[src/include/wdt_pkg.sv]
package wdt_pkg;
  // Register map, byte addresses on the register bus
  localparam logic [31:0] WDT_LOAD_ADDR = 32'hffff_0360;
  localparam logic [31:0] WDT_COUNT_ADDR = 32'hffff_0364;
  localparam logic [31:0] WDT_CTRL_ADDR = 32'hffff_0368;
  localparam logic [31:0] WDT_CLEAR_ADDR = 32'hffff_036c;

  // Values after reset
  localparam logic [15:0] WDT_LOAD_RST = 16'h0000;
  localparam logic [15:0] WDT_COUNT_RST = 16'hffff;
  localparam logic [15:0] WDT_CTRL_RST = 16'h0000;
  localparam logic [7:0] WDT_LFSR_RST = 8'h00;

  // Counter limits and step
  localparam logic [15:0] WDT_COUNT_ZERO = 16'h0000;
  localparam logic [15:0] WDT_COUNT_MAX = 16'hffff;
  localparam logic [15:0] WDT_COUNT_STEP = 16'h0001;

  // Writable control bits; the rest read as zero
  localparam logic [15:0] WDT_CTRL_WMASK = 16'h01fe;

  // LFSR feedback taps for x^8 + x^6 + x^5 + x + 1, and the forbidden state
  localparam logic [7:0] WDT_LFSR_TAPS = 8'h63;
  localparam logic [7:0] WDT_LFSR_ZERO = 8'h00;

  // Timer source: 32 kHz tick derived from the 100 MHz bus clock
  localparam int WDT_CLK_HZ = 100_000_000;
  localparam int WDT_SRC_HZ = 32_768;
  localparam int WDT_SRC_DIV = WDT_CLK_HZ / WDT_SRC_HZ;

  // Prescaler select codes and ratios
  localparam logic [1:0] WDT_PRE_DIV1 = 2'h0;
  localparam logic [1:0] WDT_PRE_DIV16 = 2'h1;
  localparam logic [1:0] WDT_PRE_DIV256 = 2'h2;
  localparam int WDT_PRE_16 = 16;
  localparam int WDT_PRE_256 = 256;

  // Bus responses
  localparam logic [1:0] WDT_RESP_OKAY = 2'h0;
  localparam logic [1:0] WDT_RESP_SLVERR = 2'h2;

  typedef struct packed {
    logic [6:0] rsvd_hi;
    logic count_up;
    logic enable;
    logic periodic;
    logic wd_mode;
    logic secure;
    logic [1:0] prescale;
    logic irq_opt;
    logic rsvd_lo;
  } wdt_ctrl_t;

  typedef struct packed {
    logic [31:0] addr;
    logic [31:0] data;
    logic [3:0] strb;
  } wdt_wreq_t;

  typedef enum logic [1:0] {
    WDT_WR_IDLE = 2'h1,
    WDT_WR_RESP = 2'h2
  } wdt_wr_state_t;

  typedef enum logic [1:0] {
    WDT_RD_IDLE = 2'h1,
    WDT_RD_DATA = 2'h2
  } wdt_rd_state_t;
endpackage

[src/hw/wdt_timer.sv]
`timescale 1ns/10ps
// Operation
// RULE1 - 16-bit load register, reset zero, copied into counter on each load or reload; code copies it only on reload, never on a load register write
// RULE2 - Read-only count register shows live counter, resets to all ones, ignores writes
// RULE3 - Control bit 8 set counts up, clear counts down
// RULE4 - Control bit 7 enables counting; clear holds the counter
// RULE5 - Control bit 6 set is periodic, clear is free-running
// RULE6 - Control bit 5 selects watchdog mode, off after reset
// RULE7 - Control bit 4 turns on secure clear, only effective in watchdog mode
// RULE8 - Control bits 3:2 prescale by 1, 16, 256; code 11 acts as 00
// RULE9 - Control bit 1 makes watchdog expiry raise an interrupt instead of reset
// RULE10 - Clear write ends timer interrupt normally, restarts timeout in watchdog mode
// RULE11 - Software services the watchdog once in every timeout period
// RULE12 - Secure clear expected value comes from 8-bit LFSR x^8+x^6+x^5+x+1
// RULE13 - Seed is written to clear register before watchdog mode; captured as expected
// RULE14 - Matching secure service write reloads counter and advances LFSR
// RULE15 - Mismatching secure service write resets the chip at once
// RULE16 - Expected value zero always forces an immediate reset
// RULE17 - The LFSR state has no read path
// RULE18 - Watchdog counts down from load value to zero, then reset or interrupt
// RULE19 - Accepted service write reloads from load value and starts a new period
// RULE20 - In watchdog mode load and control registers ignore writes until reset
// RULE21 - Software programs load value before setting watchdog enable
// RULE22 - Normal mode terminal count raises interrupt; periodic reloads, free-running wraps
// RULE23 - Counter advances per prescaled 32 kHz tick; prescaler restarts on reload
module wdt_timer #(
  parameter int SRC_DIV = wdt_pkg::WDT_SRC_DIV
) (
  input wire logic ref_clk,
  input wire logic rst_n,
  input wire logic [31:0] s_axi_awaddr,
  input wire logic s_axi_awvalid,
  output logic s_axi_awready,
  input wire logic [31:0] s_axi_wdata,
  input wire logic [3:0] s_axi_wstrb,
  input wire logic s_axi_wvalid,
  output logic s_axi_wready,
  output logic [1:0] s_axi_bresp,
  output logic s_axi_bvalid,
  input wire logic s_axi_bready,
  input wire logic [31:0] s_axi_araddr,
  input wire logic s_axi_arvalid,
  output logic s_axi_arready,
  output logic [31:0] s_axi_rdata,
  output logic [1:0] s_axi_rresp,
  output logic s_axi_rvalid,
  input wire logic s_axi_rready,
  output logic timer_irq,
  output logic wdt_reset_req
);
  logic [15:0] load_value;
  logic [15:0] count_value;
  wdt_pkg::wdt_ctrl_t ctrl;
  wdt_pkg::wdt_ctrl_t ctl_new;
  wdt_pkg::wdt_wreq_t wreq;
  wdt_pkg::wdt_wr_state_t wr_state;
  wdt_pkg::wdt_rd_state_t rd_state;
  logic aw_held;
  logic w_held;
  logic do_wr;
  logic wr_hit;
  logic rd_hit;
  logic ld_wr;
  logic ctl_wr;
  logic svc_wr;
  logic enter_wd;
  logic secure_on;
  logic svc_bad;
  logic svc_ok;
  logic run;
  logic down;
  logic at_term;
  logic expire;
  logic wd_reset_evt;
  logic irq_set;
  logic irq_clr;
  logic reload;
  logic tick;
  logic [7:0] expected;
  logic [31:0] rd_mux;

  function automatic logic [15:0] merge16(
    input logic [15:0] old,
    input logic [15:0] data,
    input logic [1:0] strb
  );
    merge16 = {strb[1] ? data[15:8] : old[15:8], strb[0] ? data[7:0] : old[7:0]};
  endfunction

  // Write channel: address and data held until both are in
  assign s_axi_awready = !aw_held && wr_state == wdt_pkg::WDT_WR_IDLE;
  assign s_axi_wready = !w_held && wr_state == wdt_pkg::WDT_WR_IDLE;
  assign s_axi_bvalid = wr_state == wdt_pkg::WDT_WR_RESP;
  assign do_wr = aw_held && w_held && wr_state == wdt_pkg::WDT_WR_IDLE;
  assign wr_hit = wreq.addr == wdt_pkg::WDT_LOAD_ADDR || wreq.addr == wdt_pkg::WDT_COUNT_ADDR
    || wreq.addr == wdt_pkg::WDT_CTRL_ADDR || wreq.addr == wdt_pkg::WDT_CLEAR_ADDR;

  always_ff @(posedge ref_clk)
  begin
    if (!rst_n)
    begin
      aw_held <= 1'b0;
      w_held <= 1'b0;
      wreq <= '0;
    end
    else
    begin
      if (s_axi_awvalid && s_axi_awready)
      begin
        aw_held <= 1'b1;
        wreq.addr <= s_axi_awaddr;
      end
      else if (do_wr)
        aw_held <= 1'b0;
      if (s_axi_wvalid && s_axi_wready)
      begin
        w_held <= 1'b1;
        wreq.data <= s_axi_wdata;
        wreq.strb <= s_axi_wstrb;
      end
      else if (do_wr)
        w_held <= 1'b0;
    end
  end

  always_ff @(posedge ref_clk)
  begin
    if (!rst_n)
    begin
      wr_state <= wdt_pkg::WDT_WR_IDLE;
      s_axi_bresp <= wdt_pkg::WDT_RESP_OKAY;
    end
    else
    begin
      unique case (wr_state)
        wdt_pkg::WDT_WR_IDLE:
        begin
          if (do_wr)
          begin
            wr_state <= wdt_pkg::WDT_WR_RESP;
            s_axi_bresp <= wr_hit ? wdt_pkg::WDT_RESP_OKAY : wdt_pkg::WDT_RESP_SLVERR;
          end
        end
        wdt_pkg::WDT_WR_RESP:
        begin
          if (s_axi_bready)
            wr_state <= wdt_pkg::WDT_WR_IDLE;
        end
        default: wr_state <= wdt_pkg::WDT_WR_IDLE;
      endcase
    end
  end

  // Register write decode; the count register has no write path
  assign ld_wr = do_wr && wreq.addr == wdt_pkg::WDT_LOAD_ADDR; // RULE2
  assign ctl_wr = do_wr && wreq.addr == wdt_pkg::WDT_CTRL_ADDR;
  assign svc_wr = do_wr && wreq.addr == wdt_pkg::WDT_CLEAR_ADDR && wreq.strb[0];
  assign ctl_new = wdt_pkg::wdt_ctrl_t'(merge16(ctrl, wreq.data[15:0], wreq.strb[1:0])
    & wdt_pkg::WDT_CTRL_WMASK);
  assign enter_wd = ctl_wr && !ctrl.wd_mode && ctl_new.wd_mode; // RULE6

  always_ff @(posedge ref_clk)
  begin
    if (!rst_n)
      load_value <= wdt_pkg::WDT_LOAD_RST; // RULE1
    else if (ld_wr && !ctrl.wd_mode) // RULE20
      load_value <= merge16(load_value, wreq.data[15:0], wreq.strb[1:0]); // RULE1
  end

  // Locked once watchdog mode is on; only the chip reset unlocks it
  always_ff @(posedge ref_clk)
  begin
    if (!rst_n)
      ctrl <= wdt_pkg::wdt_ctrl_t'(wdt_pkg::WDT_CTRL_RST); // RULE6
    else if (ctl_wr && !ctrl.wd_mode) // RULE20
      ctrl <= ctl_new;
  end

  // Service write checking
  assign secure_on = ctrl.wd_mode && ctrl.secure; // RULE7
  assign svc_bad = svc_wr && secure_on && (wreq.data[7:0] != expected // RULE15
    || expected == wdt_pkg::WDT_LFSR_ZERO); // RULE16
  assign svc_ok = svc_wr && ctrl.wd_mode && !svc_bad; // RULE19

  wdt_lfsr u_lfsr (
    .ref_clk(ref_clk),
    .rst_n(rst_n),
    .load(svc_wr && !ctrl.wd_mode), // RULE13
    .advance(svc_ok && ctrl.secure), // RULE14
    .seed(wreq.data[7:0]),
    .value(expected)
  );

  // Counting; watchdog mode always runs downward
  assign run = ctrl.wd_mode || ctrl.enable; // RULE4
  assign down = ctrl.wd_mode || !ctrl.count_up; // RULE3 RULE18
  assign at_term = down ? count_value == wdt_pkg::WDT_COUNT_ZERO
    : count_value == wdt_pkg::WDT_COUNT_MAX;
  assign expire = tick && run && at_term;
  assign wd_reset_evt = expire && ctrl.wd_mode && !ctrl.irq_opt; // RULE9 RULE18
  assign reload = enter_wd || svc_ok || (expire && (ctrl.periodic || ctrl.wd_mode)); // RULE5

  wdt_presc #(
    .SRC_DIV(SRC_DIV)
  ) u_presc (
    .ref_clk(ref_clk),
    .rst_n(rst_n),
    .restart(reload), // RULE23
    .sel(ctrl.prescale),
    .tick(tick)
  );

  // Free-running wraps by plain overflow of the step
  always_ff @(posedge ref_clk)
  begin
    if (!rst_n)
      count_value <= wdt_pkg::WDT_COUNT_RST; // RULE2
    else if (reload)
      count_value <= load_value; // RULE1 RULE19 RULE22
    else if (tick && run)
      count_value <= down ? count_value - wdt_pkg::WDT_COUNT_STEP // RULE23
        : count_value + wdt_pkg::WDT_COUNT_STEP; // RULE3
  end

  // Set beats a clear landing in the same cycle
  assign irq_set = expire && (!ctrl.wd_mode || ctrl.irq_opt); // RULE9 RULE22
  assign irq_clr = svc_wr && !svc_bad; // RULE10

  always_ff @(posedge ref_clk)
  begin
    if (!rst_n)
      timer_irq <= 1'b0;
    else if (irq_set)
      timer_irq <= 1'b1;
    else if (irq_clr)
      timer_irq <= 1'b0;
  end

  always_ff @(posedge ref_clk)
  begin
    if (!rst_n)
      wdt_reset_req <= 1'b0;
    else
      wdt_reset_req <= svc_bad || wd_reset_evt; // RULE15 RULE18
  end

  // Read channel; the clear register reads zero so the LFSR stays hidden
  assign s_axi_arready = rd_state == wdt_pkg::WDT_RD_IDLE;
  assign s_axi_rvalid = rd_state == wdt_pkg::WDT_RD_DATA;

  always_comb
  begin
    rd_hit = 1'b1;
    unique case (s_axi_araddr)
      wdt_pkg::WDT_LOAD_ADDR: rd_mux = 32'(load_value);
      wdt_pkg::WDT_COUNT_ADDR: rd_mux = 32'(count_value); // RULE2
      wdt_pkg::WDT_CTRL_ADDR: rd_mux = 32'(ctrl);
      wdt_pkg::WDT_CLEAR_ADDR: rd_mux = '0; // RULE17
      default:
      begin
        rd_mux = '0;
        rd_hit = 1'b0;
      end
    endcase
  end

  always_ff @(posedge ref_clk)
  begin
    if (!rst_n)
    begin
      rd_state <= wdt_pkg::WDT_RD_IDLE;
      s_axi_rdata <= '0;
      s_axi_rresp <= wdt_pkg::WDT_RESP_OKAY;
    end
    else
    begin
      unique case (rd_state)
        wdt_pkg::WDT_RD_IDLE:
        begin
          if (s_axi_arvalid)
          begin
            rd_state <= wdt_pkg::WDT_RD_DATA;
            s_axi_rdata <= rd_mux;
            s_axi_rresp <= rd_hit ? wdt_pkg::WDT_RESP_OKAY : wdt_pkg::WDT_RESP_SLVERR;
          end
        end
        wdt_pkg::WDT_RD_DATA:
        begin
          if (s_axi_rready)
            rd_state <= wdt_pkg::WDT_RD_IDLE;
        end
        default: rd_state <= wdt_pkg::WDT_RD_IDLE;
      endcase
    end
  end
endmodule

[src/hw/wdt_presc.sv]
`timescale 1ns/10ps
module wdt_presc #(
  parameter int SRC_DIV = wdt_pkg::WDT_SRC_DIV
) (
  input wire logic ref_clk,
  input wire logic rst_n,
  input wire logic restart,
  input wire logic [1:0] sel,
  output logic tick
);
  localparam int SW = $clog2(SRC_DIV);
  logic [SW-1:0] src_cnt;
  logic src_tick;
  logic [7:0] pre_cnt;
  logic [7:0] div_last;

  assign src_tick = src_cnt == SW'(SRC_DIV - 1);

  // Code 11 falls back to divide by one
  always_comb
  begin
    unique case (sel)
      wdt_pkg::WDT_PRE_DIV16: div_last = 8'(wdt_pkg::WDT_PRE_16 - 1); // RULE8
      wdt_pkg::WDT_PRE_DIV256: div_last = 8'(wdt_pkg::WDT_PRE_256 - 1); // RULE8
      default: div_last = 8'h00; // RULE8
    endcase
  end

  always_ff @(posedge ref_clk)
  begin
    if (!rst_n || restart)
      src_cnt <= '0; // RULE23
    else if (src_tick)
      src_cnt <= '0;
    else
      src_cnt <= src_cnt + SW'(1);
  end

  // >= keeps a ratio change from stranding the count above the new limit
  always_ff @(posedge ref_clk)
  begin
    if (!rst_n || restart)
      pre_cnt <= 8'h00; // RULE23
    else if (src_tick && pre_cnt >= div_last)
      pre_cnt <= 8'h00;
    else if (src_tick)
      pre_cnt <= pre_cnt + 8'h01;
  end

  assign tick = src_tick && pre_cnt >= div_last; // RULE23
endmodule

[src/hw/wdt_lfsr.sv]
`timescale 1ns/10ps
module wdt_lfsr (
  input wire logic ref_clk,
  input wire logic rst_n,
  input wire logic load,
  input wire logic advance,
  input wire logic [7:0] seed,
  output logic [7:0] value
);
  logic [7:0] next_value;

  // Galois form, shifting left
  assign next_value = {value[6:0], 1'b0} ^ (value[7] ? wdt_pkg::WDT_LFSR_TAPS : 8'h00); // RULE12

  always_ff @(posedge ref_clk)
  begin
    if (!rst_n)
      value <= wdt_pkg::WDT_LFSR_RST;
    else if (load)
      value <= seed; // RULE13
    else if (advance)
      value <= next_value; // RULE14
  end
endmodule

[config.mk]
export PLATFORM = sky130hd
export DESIGN_NAME = wdt_timer
export DESIGN_NICKNAME = d
export VERILOG_FILES = /design/src/include/wdt_pkg.sv /design/src/hw/wdt_timer.sv /design/src/hw/wdt_presc.sv /design/src/hw/wdt_lfsr.sv
export SDC_FILE = /design/constraint.sdc
export NUM_CORES = 1
export LEC_CHECK = 0
export BUFFER_PORTS_ARGS = -buffer_cell sky130_fd_sc_hd__buf_2
export CORE_ASPECT_RATIO = 1.2
export CORE_UTILIZATION = 38
export CTS_BUF_LIST = sky130_fd_sc_hd__clkbuf_8
export DETAILED_ROUTE_END_ITERATION = 16
export PLACE_DENSITY = 0.65
export SKIP_LAST_GASP = 1
export SYNTH_ARGS = -nofsm -noshare
export SYNTH_HDL_FRONTEND = slang
export SYNTH_SLANG_ARGS = --single-unit
export TNS_END_PERCENT = 5
[constraint.sdc]
create_clock -name ref_clk -period 2.9 [get_ports ref_clk]
set_input_delay 0.435 -clock ref_clk [delete_from_list [all_inputs] [get_ports ref_clk]]
set_output_delay 0.435 -clock ref_clk [all_outputs]
set_load 0.03 [all_outputs]
==> impl_metrics.tcl <==
set metrics [dict create \
    critical_path_class "register to register" \
    dieArea_mm2 0.0208 \
    setup_violations 0 \
    crit_buf_inv 1 \
    avgSynthCellArea_um2 8.41 \
    muxShareOfSynthArea 0.0535 \
    vias 6542 \
    core.rowCount 56 \
    leakagePower_nw 3.74 \
    coreArea_mm2 0.0197 \
    cp-end-kind "register" \
    cp_top_family "compound AO/OA/AOI/OAI gates" \
    required_ps 3240 \
    whs_ps 240 \
    min_period_ps 2740 \
    drcViolationCount 0 \
    finalHoldViolations 0 \
    hpwl_um 13700 \
    max_freq_mhz 365 \
    tightest_slew_ps 1060 \
    critPathMostFrequentCell "ha_1" \
    cts_root_buf "clkbuf_8" \
    total_power_w 0.00403 \
    synthSimpleGateAreaFrac 0.258 \
    yosysUniqueCellTypes 69 \
    critPathLaunchType "register" \
    synth_top_cell_by_area "dfxtp_1" \
    grt_max_degree 62 \
    async_flop_share 0 \
    overflow 0 \
    grt_first_pass_wirelength_um 29700 \
    fp.dieH_um 158 \
    fin_skew_ps 12.4 \
    clk_latency_ps 430 \
    numCtsBuffers 17 \
    crit_slowest_cell "a2111o_2" \
    nets 1176 \
    synth_compound_area_frac 0.177 \
    tns_ps 0 \
    crit_path_max_incr_delay_ps 530 \
    period_share 0.946 \
    tritoncts "built" \
    rsz0062_at_grt "no" \
    drt_iter0_markers 251 \
    io_pins 150 \
    synthXorXnorAreaFrac 0.0434 \
    io_buffers 113 \
    min_path_type "primary input to register" \
    max-cap-violations 0 \
    n_antenna_cell 0 \
    synth_top_family_by_area "simple AND/OR/NAND/NOR gates" \
    grt_pass1_vias 6229 \
    syn_inst 913 \
    grt.total_usage 0.176 \
    ir_drop_v 0.000393 \
    die_w_um 132 \
    cts.clk_slew.worst_paths_ps 90 \
    arrival_ps 3080 \
    path_max_fanout 7 \
    synthAdderAreaFrac 0.0450 \
    antenna_found_initial 0 \
    ys_seq_elements 144 \
    wire_per_inst_um 13.6 \
    htree_levels 4 \
    hold_buffers 0 \
    yosysSeqAreaShare 0.376 \
    cts_buffer_depth 2 \
    yosysWarnings 0 \
    start_util 0.390 \
    synth-edff-count 0 \
    synthTopCellsByArea "dfxtp_1 38%, nand2_1 9.0%, a21boi_0 6.1%" \
    vias_per_cell 4.97 \
    antenna_left 0 \
    firstDrtPassIters 5 \
    slew_violations 0 \
    synth_top_flop_cell "dfxtp_1" \
    drive_gt1_frac 0.198 \
    status "completed" \
    gp_congestion 0.844 \
    pwr_density_cell_mw_per_mm2 445 \
    clkSinkCount 144 \
    area_growth_pct 18.0 \
    maxSlewHeadroom 0.293 \
    wl_um 17900 \
    crit_chain "inv_1 > ha_1 > ha_1 > o21ai_0 > o21a_1 > o21a_4 > nor2_4 > a2111o_2 > a22oi_1 > nand2_1 > a21o_1" \
    synth_area_mm2 0.00768 \
    yosysTopAreaCellShare 0.376 \
]
[power by group]
part	total (W)	switching, W	leakage, nW	internal, W
clock	0.00160	0.000795	0.197	0.000802
combinational	0.000351	0.000213	2.37	0.000138
sequential	0.00208	0.0000467	1.17	0.00204
total	0.00403	0.00105	3.74	0.00298
[per-stage QoR]
stage / util / setup WS, ps / area, µm² / cells
after floorplan: - / 42.4 / 7740 / 930
after global placement: 0.438 / 17.9 / 8620 / 1283
after global routing: 0.460 / 0.613 / 9060 / 1316
final: 0.460 / 157 / 9060 / 1316
after CTS: 0.459 / 45.0 / 9030 / 1315
after detailed placement: 0.438 / -1.89 / 8620 / 1283
[layout make-up]
| type | instances | area [µm²] |
|---|---|---|
| tap | 261 | 327 |
| timing repair buffer | 152 | 873 |
| clock inverter | 14 | 154 |
| fill | 1955 | 10600 |
| inverter | 15 | 56.3 |
| clock buffer | 18 | 248 |
| sequential | 144 | 2880 |
| multi-input combinational | 712 | 4520 |
[cells in the final DEF (no fill, tap or decap), drive strengths merged, types with 9 or more instances in the layout]
cell type  instances
a21oi             33
xor2              17
inv               21
conb              18
o21ai             39
nand2            184
buf              152
xnor2             21
mux2i             41
nor3              10
nand4             17
nand3             16
o211a              9
a21boi            62
nor2              57
clkbuf            18
dfxtp            144
ha                26
nor4              15
a22oi              9
and2              16
nor2b             34
[synthesized netlist by cell type, types with 13 or more instances]
| cell type | number |
|---|---|
| xnor2_1 | 21 |
| inv_1 | 13 |
| nor4_1 | 15 |
| ha_1 | 26 |
| clkbuf_1 | 36 |
| nand4_1 | 17 |
| nor2_1 | 54 |
| dfxtp_1 | 144 |
| nand2_1 | 184 |
| mux2i_1 | 41 |
| a21oi_1 | 32 |
| buf_4 | 18 |
| nor2b_1 | 34 |
| a21boi_0 | 62 |
| nand3_1 | 16 |
| o21ai_0 | 34 |
| xor2_1 | 17 |
| and2_1 | 13 |
[worst paths after layout]
| path | startpoint | to | slack, ps | cells past startpoint |
|---|---|---|---|---|
| min | s_axi_awaddr[27] | wreq[63] | 240 | 3 |
| min reg2reg | wreq[61] | wreq[61] | 460 | 2 |
| max reg2reg | ctrl[2] | count_value[12] | 160 | 11 |
| max | ctrl[2] | count_value[12] | 160 | 11 |
[metal layers]
metal	vias up	GRT usage	routed length [µm]
li1	3424	-	-
met1	3002	0.203	8110
met2	108	0.321	9030
met3	8	0.0323	533
met4	0	0.0714	255
met5	-	0	0
[state kept, by name, summed over array words and instances, names as in the netlist]
signal,flops
u_lfsr.value,8
load_value,16
s_axi_bresp,1
count_value,16
wdt_reset_req,1
wr_state,2
aw_held,1
u_presc.pre_cnt,8
ctrl,8
s_axi_rdata,16
timer_irq,1
u_presc.src_cnt,12
wreq,50
w_held,1
rd_state,2
s_axi_rresp,1
[what timing repair did]
item | 4_1_cts | 5_1_grt
buffers inserted | 0 | 1
endpoints found under the setup margin | 3 | 7
pin swaps | 0 | 4
gates resized for setup | 1 | 6
[kinds of logic (layout without fill, tap and decap cells)]
kind of cell	count (synthesis)	count (layout)
other cells	1	18
buf+inv	74	199
fa+ha+maj	27	27
xor+xnor	38	38
compound gates	192	192
simple gates	396	396
mux	41	41
flops	144	144
[worst reg2reg max path: cells and delay by family, from the launching register on]
| kind | cells | cell delay [ps] |
|---|---|---|
| DFF | 1 | 330 |
| adders and majority gates | 2 | 630 |
| and+or+nand+nor | 2 | 140 |
| buffers and inverters | 1 | 50 |
| AOI/OAI and AO/OA | 6 | 1500 |
(Power assumes the default switching activity.)
